### config.mk
export PLATFORM = sky130hd
export DESIGN_NAME = magnet_ramp_quench_supervisor
export DESIGN_NICKNAME = d
export VERILOG_FILES = /design/src/core/magnet_sup_pkg.sv /design/src/core/magnet_ramp_quench_supervisor.sv
export SDC_FILE = /design/constraint.sdc
export NUM_CORES = 1
export LEC_CHECK = 0
export ABC_AREA = 1
export BUFFER_PORTS_ARGS = -buffer_cell sky130_fd_sc_hd__buf_2
export CORE_MARGIN = 3
export CORE_UTILIZATION = 60
export CTS_CLUSTER_SIZE = 24
export DETAILED_ROUTE_END_ITERATION = 10
export HOLD_SLACK_MARGIN = 0.06
export PLACE_DENSITY = 0.93
export REMOVE_ABC_BUFFERS = 1
export SLEW_MARGIN = 0
export SYNTH_ARGS = -nofsm -noshare
export SYNTH_HDL_FRONTEND = slang
export SYNTH_SLANG_ARGS = --single-unit
### constraint.sdc
create_clock -name mclk -period 11.2 [get_ports mclk]
set_input_delay 1.12 -clock mclk [delete_from_list [all_inputs] [get_ports mclk]]
set_output_delay 1.12 -clock mclk [all_outputs]
set_load 0.01 [all_outputs]
### src/core/magnet_sup_pkg.sv
// constants and types for the magnet ramp and quench supervisor
package magnet_sup_pkg;
    localparam int CUR_W = 24;
    localparam int TIME_W = 16;
    localparam int MCLK_HZ = 25000000;
    // cooled and heated times default to 20 s
    localparam int SWITCH_COOL_S = 20;
    localparam int SWITCH_HEAT_S = 20;
    localparam int SEC_CYCLES = MCLK_HZ;
    // persistent threshold about 0.1 percent of max current
    localparam int PERSIST_DIV = 1000;
    localparam logic [3:0] MODE_RESET = 4'h0;

    typedef enum logic [3:0] {
        MODE_PAUSED = 4'h0,
        MODE_RAMPING = 4'h1,
        MODE_HOLDING = 4'h2,
        MODE_ZERO = 4'h3,
        MODE_HEATING = 4'h4,
        MODE_COOLING = 4'h5,
        MODE_PS_DOWN = 4'h6,
        MODE_PS_MATCH = 4'h7,
        MODE_TO_ZERO = 4'h8,
        MODE_QUENCH = 4'h9
    } mode_t;
endpackage

### src/core/magnet_ramp_quench_supervisor.sv
// mode sequencer and quench protection for a magnet current programmer
//
// Overview of operation
// - switch off enters cooling, ramps refused
// - persistent lamp only above tenth percent
// - switch on enters heating, ramps refused
// - heating done clears lamp, goes paused
// - ramp key from paused starts ramping
// - target reached switches to holding
// - new target while holding restarts ramp
// - ramp key toggles ramping and paused
// - after cooling with persistent lamp on, supply ramps down fast
// - switch key in persistent matches magnet
// - zero key ramps down, then zero mode
// - reference versus measured mismatch means quench
// - temperature limit also trips when enabled
// - quench zeros volts, contact, lamp, locks
// - locked reset key needs correct password
// - clearing quench pauses at present current
// - external contact always trips, fail safe
// - external asserted blocks key clear
// - internal detection optional, contact always works
// - detection off limits error, follows magnet, with heater on in paused, holding or zero mode; ramp steps override it
// - external input forces zero volts always
// - unexpected switch normal: quench when internal detection enabled
`timescale 1ns/10ps
`default_nettype none
module magnet_ramp_quench_supervisor
    import magnet_sup_pkg::*;
#(
    parameter int CW = CUR_W,
    parameter int COOL_CYCLES = SWITCH_COOL_S * SEC_CYCLES,
    parameter int HEAT_CYCLES = SWITCH_HEAT_S * SEC_CYCLES
) (
    // clock and reset
    input wire logic mclk,
    input wire logic resetn,
    // operator keys, one-cycle pulses
    input wire logic rampPauseKey,
    input wire logic ramp_down_key,
    input wire logic switch_control_key,
    input wire logic shiftKey,
    input wire logic resetQuenchKey,
    input wire logic remoteClear,
    input wire logic resetKeyLocked,
    input wire logic passwordOk,
    // configuration
    input wire logic signed [CW-1:0] targetCur,
    input wire logic targetLoad,
    input wire logic [CW-1:0] rampStep,
    input wire logic [CW-1:0] fastStep,
    input wire logic [CW-1:0] maxOutCur,
    input wire logic [CW-1:0] quenchMargin,
    input wire logic [CW-1:0] errLimit,
    input wire logic internalDetectEn,
    input wire logic tempDetectEn,
    input wire logic tempOverLimit,
    // plant measurement
    input wire logic signed [CW-1:0] measCur,
    input wire logic extQuenchIn,
    input wire logic switchNormal,
    // outputs
    output logic signed [CW-1:0] refCur,
    output logic zeroVolts,
    output logic quenchContact,
    output logic quenchLed,
    output logic persistLed,
    output logic heaterOn,
    output logic [3:0] modeOut
);
    mode_t mode_ff, nxt_mode;
    logic signed [CW-1:0] ref_ff, nxt_ref, magCur_ff, nxt_magCur, goal;
    logic [31:0] timer_ff, nxt_timer;
    logic heater_ff, nxt_heater, persist_ff, nxt_persist, quench_ff, nxt_quench;
    logic signed [CW-1:0] diff, err, stepS, fastS;
    logic [CW-1:0] absErr, absMeas;
    wire logic mismatch, tripInt, tripAny, keyClear, clearOk, atGoal, timerDone;
    wire logic switchSteady, switchSpont, idleMode;
    wire logic signed [CW-1:0] towardGoal, limited;

    ////////////////////////////////////////////////////////////////
    always_comb begin
        err = ref_ff - measCur;
        absErr = err[CW-1] ? CW'(-err) : CW'(err);
        absMeas = measCur[CW-1] ? CW'(-measCur) : CW'(measCur);
        stepS = (mode_ff == MODE_PS_DOWN || mode_ff == MODE_PS_MATCH) ?
            $signed(fastStep) : $signed(rampStep);
        fastS = stepS;
        diff = goal - ref_ff;
    end

    assign mismatch = absErr > quenchMargin;
    // unexpected normal switch while persistent trips alongside a mismatch
    assign switchSpont = switchNormal && !heater_ff && persist_ff;
    assign tripInt = internalDetectEn && (mismatch || switchSpont);
    assign tripAny = tripInt || (tempDetectEn && tempOverLimit) || extQuenchIn;
    assign keyClear = resetQuenchKey && (!resetKeyLocked || passwordOk);
    assign clearOk = (keyClear && !extQuenchIn) || remoteClear;
    // count ends at one, so a load of N lasts N cycles
    assign timerDone = timer_ff == 32'h0000_0001;
    assign switchSteady = !(mode_ff == MODE_HEATING || mode_ff == MODE_COOLING);
    assign idleMode = mode_ff == MODE_PAUSED || mode_ff == MODE_HOLDING;
    assign atGoal = diff == '0;
    // one step toward goal, never overshooting
    assign towardGoal = diff[CW-1] ?
        ((-diff > fastS) ? ref_ff - fastS : goal) :
        ((diff > fastS) ? ref_ff + fastS : goal);
    // detection off: keep reference within errLimit of measured
    assign limited = (absErr > errLimit) ?
        (err[CW-1] ? measCur - $signed(errLimit) : measCur + $signed(errLimit)) :
        ref_ff;

    always_comb begin
        unique case (mode_ff)
            MODE_PS_DOWN, MODE_TO_ZERO: goal = '0;
            MODE_PS_MATCH: goal = magCur_ff;
            default: goal = targetCur;
        endcase
    end

    ////////////////////////////////////////////////////////////////
    always_comb begin
        nxt_mode = mode_ff;
        nxt_ref = ref_ff;
        nxt_timer = (timer_ff != 0) ? timer_ff - 32'h0000_0001 : timer_ff;
        nxt_heater = heater_ff;
        nxt_persist = persist_ff;
        nxt_quench = quench_ff;
        nxt_magCur = magCur_ff;
        if (quench_ff) begin
            // all keys ignored until cleared
            // a trip in the clearing cycle wins, quench stays latched
            if (clearOk && !tripAny) begin
                nxt_quench = 1'b0;
                nxt_mode = MODE_PAUSED;
                nxt_ref = measCur;
            end
        end else if (tripAny) begin
            nxt_quench = 1'b1;
            nxt_mode = MODE_QUENCH;
        end else begin
            if (!internalDetectEn && switchSteady && heater_ff) begin
                nxt_ref = limited;
            end
            unique case (mode_ff)
                MODE_PAUSED, MODE_HOLDING, MODE_ZERO: begin
                    if (shiftKey && switch_control_key && idleMode) begin
                        nxt_heater = !heater_ff;
                        if (heater_ff) begin
                            nxt_mode = MODE_COOLING;
                            nxt_timer = 32'(COOL_CYCLES);
                            nxt_magCur = measCur;
                            nxt_persist = absMeas > CW'(maxOutCur / CW'(PERSIST_DIV));
                        end else begin
                            nxt_mode = MODE_HEATING;
                            nxt_timer = 32'(HEAT_CYCLES);
                        end
                    end else if (!shiftKey && switch_control_key && persist_ff) begin
                        nxt_mode = MODE_PS_MATCH;
                    end else if (ramp_down_key) begin
                        nxt_mode = MODE_TO_ZERO;
                    end else if (rampPauseKey && mode_ff == MODE_PAUSED) begin
                        nxt_mode = MODE_RAMPING;
                    end else if (targetLoad && mode_ff == MODE_HOLDING) begin
                        nxt_mode = MODE_RAMPING;
                    end
                end
                MODE_RAMPING: begin
                    if (rampPauseKey) begin
                        nxt_mode = MODE_PAUSED;
                    end else if (atGoal) begin
                        nxt_mode = MODE_HOLDING;
                    end else begin
                        nxt_ref = towardGoal;
                    end
                end
                MODE_TO_ZERO: begin
                    if (atGoal) begin
                        nxt_mode = MODE_ZERO;
                    end else if (rampPauseKey) begin
                        nxt_mode = MODE_PAUSED;
                    end else begin
                        nxt_ref = towardGoal;
                    end
                end
                MODE_COOLING: begin
                    // ramp keys refused here
                    if (timerDone) begin
                        nxt_mode = persist_ff ? MODE_PS_DOWN : MODE_PAUSED;
                    end
                end
                MODE_HEATING: begin
                    if (timerDone) begin
                        nxt_persist = 1'b0;
                        nxt_mode = MODE_PAUSED;
                    end
                end
                MODE_PS_DOWN: begin
                    if (atGoal) begin
                        nxt_mode = MODE_ZERO;
                    end else begin
                        nxt_ref = towardGoal;
                    end
                end
                MODE_PS_MATCH: begin
                    if (atGoal) begin
                        nxt_mode = MODE_HOLDING;
                    end else begin
                        nxt_ref = towardGoal;
                    end
                end
                default: nxt_mode = MODE_PAUSED;
            endcase
        end
    end

    ////////////////////////////////////////////////////////////////
    always_ff @(posedge mclk or negedge resetn) begin
        if (!resetn) begin
            mode_ff <= MODE_PAUSED;
            ref_ff <= '0;
            magCur_ff <= '0;
            timer_ff <= '0;
            // heater on after reset: magnet taken as driven, not persistent
            heater_ff <= 1'b1;
            persist_ff <= 1'b0;
            quench_ff <= 1'b0;
        end else begin
            mode_ff <= nxt_mode;
            ref_ff <= nxt_ref;
            magCur_ff <= nxt_magCur;
            timer_ff <= nxt_timer;
            heater_ff <= nxt_heater;
            persist_ff <= nxt_persist;
            quench_ff <= nxt_quench;
        end
    end

    always_ff @(posedge mclk or negedge resetn) begin
        if (!resetn) begin
            refCur <= '0;
            zeroVolts <= 1'b0;
            quenchContact <= 1'b0;
            quenchLed <= 1'b0;
            persistLed <= 1'b0;
            heaterOn <= 1'b1;
            modeOut <= MODE_RESET;
        end else begin
            refCur <= nxt_ref;
            zeroVolts <= nxt_quench || extQuenchIn;
            quenchContact <= nxt_quench;
            quenchLed <= nxt_quench;
            persistLed <= nxt_persist;
            heaterOn <= nxt_heater;
            modeOut <= nxt_mode;
        end
    end
endmodule
`default_nettype wire

# Word-level counts from Yosys, hierarchy flattened
# Cells that the tools add are included.
# totals
wordCells,136
inputBits,184
output_inout_bits,33
ff_bits,88
# classes
reduce_logical,43
magnitude_cmp,5
addsub,10
n_mux,48
n_div,1
n_bitwise,2
n_eq_ne,19
# op_table
operator,count
24-bit 2-to-1 mux,16
32-bit 2-to-1 mux,5
24-bit > comparator,5
24-bit subtractor,4
24-bit negator,3
24-bit one-hot mux with 3 select lines,1
4-bit 2-to-1 mux,15
24-bit adder,2
24-bit one-hot mux with 2 select lines,1
32-bit by 1-bit == test with 1-bit output (second input constant),1
32-bit nonzero test,1
32-bit by 1-bit subtractor with 32-bit output (second input constant),1
4-bit one-hot mux with 7 select lines,1
24-bit by 10-bit divider with 24-bit output (second input constant),1
24-bit zero test,1
4-bit by 3-bit == test with 1-bit output (second input constant),4
1-bit logical AND,15
4-bit != test (second input constant),3
6-bit AND reduction,2
1-bit logical OR,9
4-bit by 2-bit == test with 1-bit output (second input constant),2
2-bit != test (second input constant),4
8-bit != test (second input constant),1
1-bit zero test,7
other kinds (15),23

# Longest topological paths before layout
# Gate-level depths: netlist of the first run.
# depth
depth_word,13
depth_mapped,97
depth_no_buf,97

# Worst setup path before layout of the first run
# OpenSTA, ideal clock, no wires.
# synth_path
path_type,input to register
from,input port maxOutCur[22]
to,register persistLed
setup_time_ns,0.131
setup_slack_ns,2.342
cell_stages,85
arrival_time_ns,8.727
t_required_ns,11.069
path_cell_list,nand2_1 > inv_2 > a31oi_1 > nand2_4 > o21bai_4 > nand2_1 > nand2_1 > inv_2 > nand2_4 > inv_2 > nand2_2 > nand2_2 > nand2_2 > nand2_4 > inv_2 > nand2_2 > inv_2 > nand2_1 > (+49 left out) > nor2_4 > nand2_2 > nand3_1 > nand2_1 > nor2_1 > nand2_1 > nand2_1 > ha_1 > inv_1 > a21oi_1 > o21ai_0 > a41oi_1 > o221ai_1 > a221o_1 > a21oi_1 > o21ai_0 > nand2_1 > o22ai_1
# synth_via
elab_chain_len,5
# synth_lines
element,line_no,text
from (decl),magnet_ramp_quench_supervisor.sv:52,"input wire logic [CW-1:0] maxOutCur,"
24-bit by 10-bit divider with 24-bit output,magnet_ramp_quench_supervisor.sv:153,nxt_persist = absMeas > CW'(maxOutCur / CW'(PERSIST_DIV));
24-bit > comparator,magnet_ramp_quench_supervisor.sv:153,
1-bit 2-to-1 mux,magnet_ramp_quench_supervisor.sv:149,if (heater_ff) begin
1-bit 2-to-1 mux,magnet_ramp_quench_supervisor.sv:147,if (shiftKey && switch_control_key && idleMode) begin
1-bit one-hot mux with 2 select lines,magnet_ramp_quench_supervisor.sv:145,unique case (mode_ff)
to (signal assigned),magnet_ramp_quench_supervisor.sv:253,persistLed <= nxt_persist;
to (decl),magnet_ramp_quench_supervisor.sv:67,"output logic persistLed,"
# No other way between the ends. The select of a mux whose other input is x is not followed.
# A chain may end at the register's enable or synchronous reset.

# Worst setup path after layout of the first run
# layout_path
from,input port maxOutCur[18]
to,register persistLed
# Same word-level chain as after synthesis.

==> results.yml, run 1 <==
clock_network:
  clkTransAtPathRegs_ns: 0.08
  clock_latency_ns: 0.37
  postCtsSetupRepairBufs: 0
  cts_resized: 0
  cts_hold_buffers: 0
  cts_tree: "done"
  clock-root-buffer: "clkbuf_16"
  numCtsBuffers: 9
  clockBufferDepth: 2
  htreeDepth: 3
  clock-sinks: 88
setup_path:
  cp_max_fo: 9
  crit_path_start_kind: "primary input"
  crit_slowest_cell: "a221o_1"
  cp.required_ns: 11.45
  endpoint_kind: "flip-flop"
  crit_arrival_ns: 10.50
  critPathMaxStageDelay_ns: 0.33
  rrSetupSlack_ns: 1.87
  crit_top_cell: "nand2_2"
  criticalPathCategory: "primary input to flip-flop"
placed_design:
  placed_area_sq_um: 19600
  port_buffers: 213
  gp_congestion: 0.995
  placed_cells: 3421
  dp_hpwl_mm: 44.5
  post-place-ws_ns: 0.647
logic_synthesis:
  synthDistinctLibCells: 60
  synthMuxAreaShare_pct: 0.0552
  yosys_most_used_dff: "dfrtp_1"
  synth_top_family_by_area: "simple AND/OR/NAND/NOR gates"
  synth-adder-area-share_pct: 16.6
  synth-edff-count: 0
  syn_area_per_cell_sq_um: 6.35
  synth_xor_area_share_pct: 9.74
  netlist_instances: 2857
  yosysSeqAreaShare_pct: 12.1
  synth_warnings: 0
  yosys-top-cells-area: "ha_1, dfrtp_1, nand2_1, inv_1, xor2_1"
  yosysTopAreaCell: "ha_1"
  synth_compound_area_share_pct: 20.2
  ys_ff_latch: 88
  yosys.area_share.simple_pct: 29.8
  yosysTopAreaCellShare_pct: 16.1
  syn-cell-area_sq_um: 18100
  ys_async_sr_fraction_pct: 100
die:
  die_height_um: 180
  io_pins: 217
  rows: 63
  die_w_um: 180
  initial_core_util_pct: 61.1
  dieArea_sq_um: 32400
  core_area_sq_um: 29700
sta:
  setup_violations: 0
  fin_crit_sh_pct: 91.5
  relSlewSlack_pct: 24.1
  whs_ns: 0.488
  finalCriticalPeriod_ns: 10.25
  hold_viol: 0
  tightest_slew_ns: 1.13
  maxSlewViolCount: 0
  clock_skew_ns: 0.0145
  fmax_ghz: 0.0976
  fin_ws_ns: 0.950
drt:
  drt-total-wl_mm: 54.0
  num_vias: 19786
  drt_pre_antenna_iters: 6
  drt_iter0_markers: 1601
  routedWlPerCell_um: 15.7
  route.detailed.drc: 0
  ant_nets: 0
  vias_per_cell: 5.74
final_layout:
  layout-drive-gt1-share_pct: 14.7
  layoutNonFillerInstCount: 3447
  final_nets: 3464
  area_growth_pct: 10.0
  fin_area_sq_um: 20000
worst_hold_path:
  hp-class: "flip-flop to flip-flop"
global_routing:
  grt-ovfl-total: 0
  grt_pass1_vias: 18884
  grt_use_total_pct: 31.8
  grt_max_degree: 62
  antenna_found_initial: 14
  grt_pass1_wl_mm: 87.8
job:
  maxCapViolations: 0
outcome:
  status: "finished, final reports clean"
[worst max-delay path: cells and delay by family]
kind                     cells  cell delay (ns)
AND/OR/NAND/NOR             67             6.46
buffers and inverters       11             0.66
AO/OA/AOI/OAI               12             2.09
adder cells (fa/ha/maj)      1             0.14
[final timing paths]
check | start | endpoint | cells after the start
hold / removal | magCur_ff[17]$_DFFE_PN0P_ | magCur_ff[17]$_DFFE_PN0P_ | 2
setup reg to reg | modeOut[1]$_DFFE_PN0P_ | refCur[11]$_DFFE_PN0P_ | 48
max in group asynchronous | resetn | refCur[8]$_DFFE_PN0P_ | 2
hold reg to reg | magCur_ff[17]$_DFFE_PN0P_ | magCur_ff[17]$_DFFE_PN0P_ | 2
min in group asynchronous | resetn | timer_ff[6]$_DFF_PN0_ | 1
setup / recovery | maxOutCur[18] | persistLed$_DFFE_PN0P_ | 91
[cell usage after synthesis (all sizes together) (12+ instances only)]
cell and count:
nand2 592, inv 490, o21ai 253, nor2 236, ha 233, a21oi 197
nand3 179, xor2 159, dfrtp 87, o211ai 66, clkbuf 55, nor3 47
nand4 42, xnor2 42, or2 27, o21bai 25, a211oi 13, a22o 12
[routing by layer]
layer | up-vias | GRT usage (%) | wire (um)
li1 | 9852 | - | -
met1 | 9001 | 40.8 | 22800
met2 | 762 | 54.6 | 25200
met3 | 161 | 3.52 | 3740
met4 | 10 | 13.1 | 2250
met5 | - | 0 | 56
[registers in the layout (all words and copies together) (netlist names)]
register	count
heaterOn	1
magCur_ff	24
modeOut	4
persistLed	1
quenchLed	1
refCur	24
timer_ff	32
zeroVolts	1
[cells in the final DEF, fill, tap and decap left out, types with 22 or more instances in the layout]
cell      count
a21oi_1     192
buf_2       212
dfrtp_1      87
ha_1        233
inv_1       447
inv_2        39
nand2_1     524
nand2_2      49
nand3_1     158
nand4_1      40
nor2_1      214
nor3_1       46
o211ai_1     66
o21ai_0     229
o21bai_1     22
or2_2        27
xnor2_1      42
xor2_1      157
[area by class of cell]
type | count | area [sq um]
Sequential cell | 88 | 2200
Fill cell | 2670 | 9750
Timing Repair Buffer | 230 | 1200
Clock inverter | 6 | 50.0
Antenna cell | 10 | 25.0
Tap cell | 390 | 488
Clock buffer | 10 | 229
Multi-Input combinational cell | 2218 | 13900
Inverter | 495 | 1870
[logic make-up after synthesis]
kind of cell	count (synthesis)
AOI/OAI and AO/OA	625
xor gates and xnor gates	201
adders and majority gates	238
buffers and inverters	551
DFF	88
muxes	1
and+or+nand+nor	1153
[through the flow]
stage / util, % / setup TNS [ns]
4_1_cts: 67.0 / 0
5_1_grt: 67.2 / -0.0206
6_report: 67.2 / 0
3_3_place_gp: 66.0 / 0
3_5_place_dp: 66.0 / 0
2_1_floorplan: - / 0
Power of run 1 is left out: the tool's default activity adds up to more than one toggle a clock period on the data nets, which glitch-free logic cannot reach.
==> run 2, diff against run 1 <==
==> constraint.sdc (replaced) <==
create_clock -name mclk -period 9.6 [get_ports mclk]
set_input_delay 0.96 -clock mclk [delete_from_list [all_inputs] [get_ports mclk]]
set_output_delay 0.96 -clock mclk [all_outputs]
set_load 0.01 [all_outputs]
==> run 2 against run 1 <==
The flow now finishes with violations (negative setup slack). Setup slack got worse by 1.4 ns. First-iteration DRC count rose by 37%. Critical path depth fell by 7. Routed wire length rose by 8.4%. Critical path type unchanged. Sequential share of layout area fell by 0.72 points. Die area did not move. Sequential cell count did not move. Non-clock buffer count rose by 126. Utilization rose by 4.7 points. Via count rose by 5.7%. Largest cell class unchanged.
==> results.yml, run 2 (synthesis results as in run 1) <==
global_routing:
  grt_use_total_pct: 33.1
  antenna_found_initial: 15
  grt-ovfl-total: 0
  grt_max_degree: 58
  grt_pass1_wl_mm: 91.3
  grt_pass1_vias: 19950
die:
  die_w_um: 180
  die_height_um: 180
  dieArea_sq_um: 32400
  io_pins: 217
  initial_core_util_pct: 61.1
  core_area_sq_um: 29700
  rows: 63
sta:
  rsz0062_at_grt: "true"
  maxSlewViolCount: 0
  fin_ws_ns: -0.407
  relSlewSlack_pct: 40.3
  setup_tns_ns: -0.407
  setup_violations: 1
  finalCriticalPeriod_ns: 10.01
  tightest_slew_ns: 0.895
  fmax_ghz: 0.0999
  clock_skew_ns: 0.00960
  hold_viol: 0
  fin_crit_sh_pct: 104
outcome:
  violations: "negative setup slack"
  status: "finished with violations"
drt:
  routedWlPerCell_um: 16.4
  drt_pre_antenna_iters: 6
  wirelength_met1_mm: 23.1
  vias_per_cell: 5.85
  num_vias: 20918
  ant_nets: 0
  route.detailed.drc: 0
  routed-wl-met3_mm: 4.42
  drt_iter0_markers: 2193
  top_layer_used: "met5"
  drt-total-wl_mm: 58.6
  met2WireLength_mm: 27.7
final_layout:
  layout_common_cells: "nand2_1, inv_1, ha_1"
  layout-drive-gt1-share_pct: 20.0
  layout_commonest_cell: "nand2_1"
  regMostFlops: "timer_ff"
  final_nets: 3592
  top_regs: "timer_ff x32, magCur_ff x24, refCur x24"
  area_growth_pct: 17.7
  layoutNonFillerInstCount: 3577
  largest_reg_flops: 32
  fin_area_sq_um: 21400
clock_network:
  clkTransAtPathRegs_ns: 0.07
  clock-sinks: 88
  clock_latency_ns: 0.36
  htreeDepth: 3
  clockBufferDepth: 2
  numCtsBuffers: 9
  cts_tree: "done"
  clock-root-buffer: "clkbuf_16"
placed_design:
  dp_hpwl_mm: 45.8
  placed_cells: 3527
  port_buffers: 213
  placed_area_sq_um: 20400
  gp_congestion: 1.00
job:
  maxCapViolations: 0
worst_hold_path:
  hp-class: "flip-flop to flip-flop"
setup_path:
  cp.required_ns: 9.84
  critPathMaxStageDelay_ns: 0.32
  cp_max_fo: 8
  crit_path_start_kind: "primary input"
  crit_slowest_cell: "a221o_1"
  endpoint_kind: "flip-flop"
  crit_arrival_ns: 10.24
  criticalPathCategory: "primary input to flip-flop"
  crit_top_cell: "nand2_1"
[run 2: cell types whose count changed in the layout (fill, tap and decap cells not counted), sizes merged]
| cell | delta |
|---|---|
| clkinv | -1 |
| bufinv | +1 |
| clkinvlp | +3 |
| buf | +126 |
| diode | +2 |
| clkbuf | -1 |
[run 2: final timing paths]
path                       cells past startpoint  slack (ns)                       end                      from
max in group asynchronous                      2        7.97     refCur[4]$_DFFE_PN0P_                    resetn
min                                            2        0.49  magCur_ff[4]$_DFFE_PN0P_  magCur_ff[4]$_DFFE_PN0P_
max                                           84       -0.41    persistLed$_DFFE_PN0P_             maxOutCur[20]
max reg2reg                                   49        0.60    refCur[23]$_DFFE_PN0P_    modeOut[2]$_DFFE_PN0P_
min in group asynchronous                      1        0.51     timer_ff[7]$_DFF_PN0_                    resetn
min reg2reg                                    2        0.49  magCur_ff[4]$_DFFE_PN0P_  magCur_ff[4]$_DFFE_PN0P_
[run 2: what timing repair did]
action,in CTS,in global routing
setup endpoints to repair,1,20
hold endpoints to repair,0,0
gates cloned,0,2
resized for setup,47,51
pin swaps,41,38
hold buffers,0,0
buffers inserted,13,7
[run 2: through the flow]
step | hold slack [ns] | setup WS (ns) | util [%]
5_1_grt | 0.507 | -1.09 | 71.8
2_1_floorplan | 0.453 | -0.550 | -
3_5_place_dp | 0.474 | -0.753 | 68.7
6_report | 0.490 | -0.407 | 71.8
3_3_place_gp | 0.468 | -0.206 | 68.7
4_1_cts | 0.491 | 0.00326 | 70.7
[run 2: worst max-delay path, delay by kind of cell]
| kind | cells | cell delay [ns] |
|---|---|---|
| fa+ha+maj | 1 | 0.14 |
| simple gates | 55 | 5.69 |
| buf+inv | 12 | 1.08 |
| compound gates | 16 | 2.37 |
[run 2: metal layers]
layer | vias up | track usage, %
met5 | - | 0
met4 | 6 | 17.7
met3 | 252 | 4.17
met2 | 998 | 57.1
met1 | 9554 | 40.2
li1 | 10108 | -
[run 2: layout make-up]
type	count	area, sq um
sequential	88	2200
antenna	12	30.0
clock buffer	9	225
timing repair inverter	2	15.0
multi-input combinational	2218	14300
timing repair buffer	356	2170
clock inverter	7	86.3
tap	390	488
inverter	495	1880
fill	2382	8370
Power of run 2 is left out for the same reason.
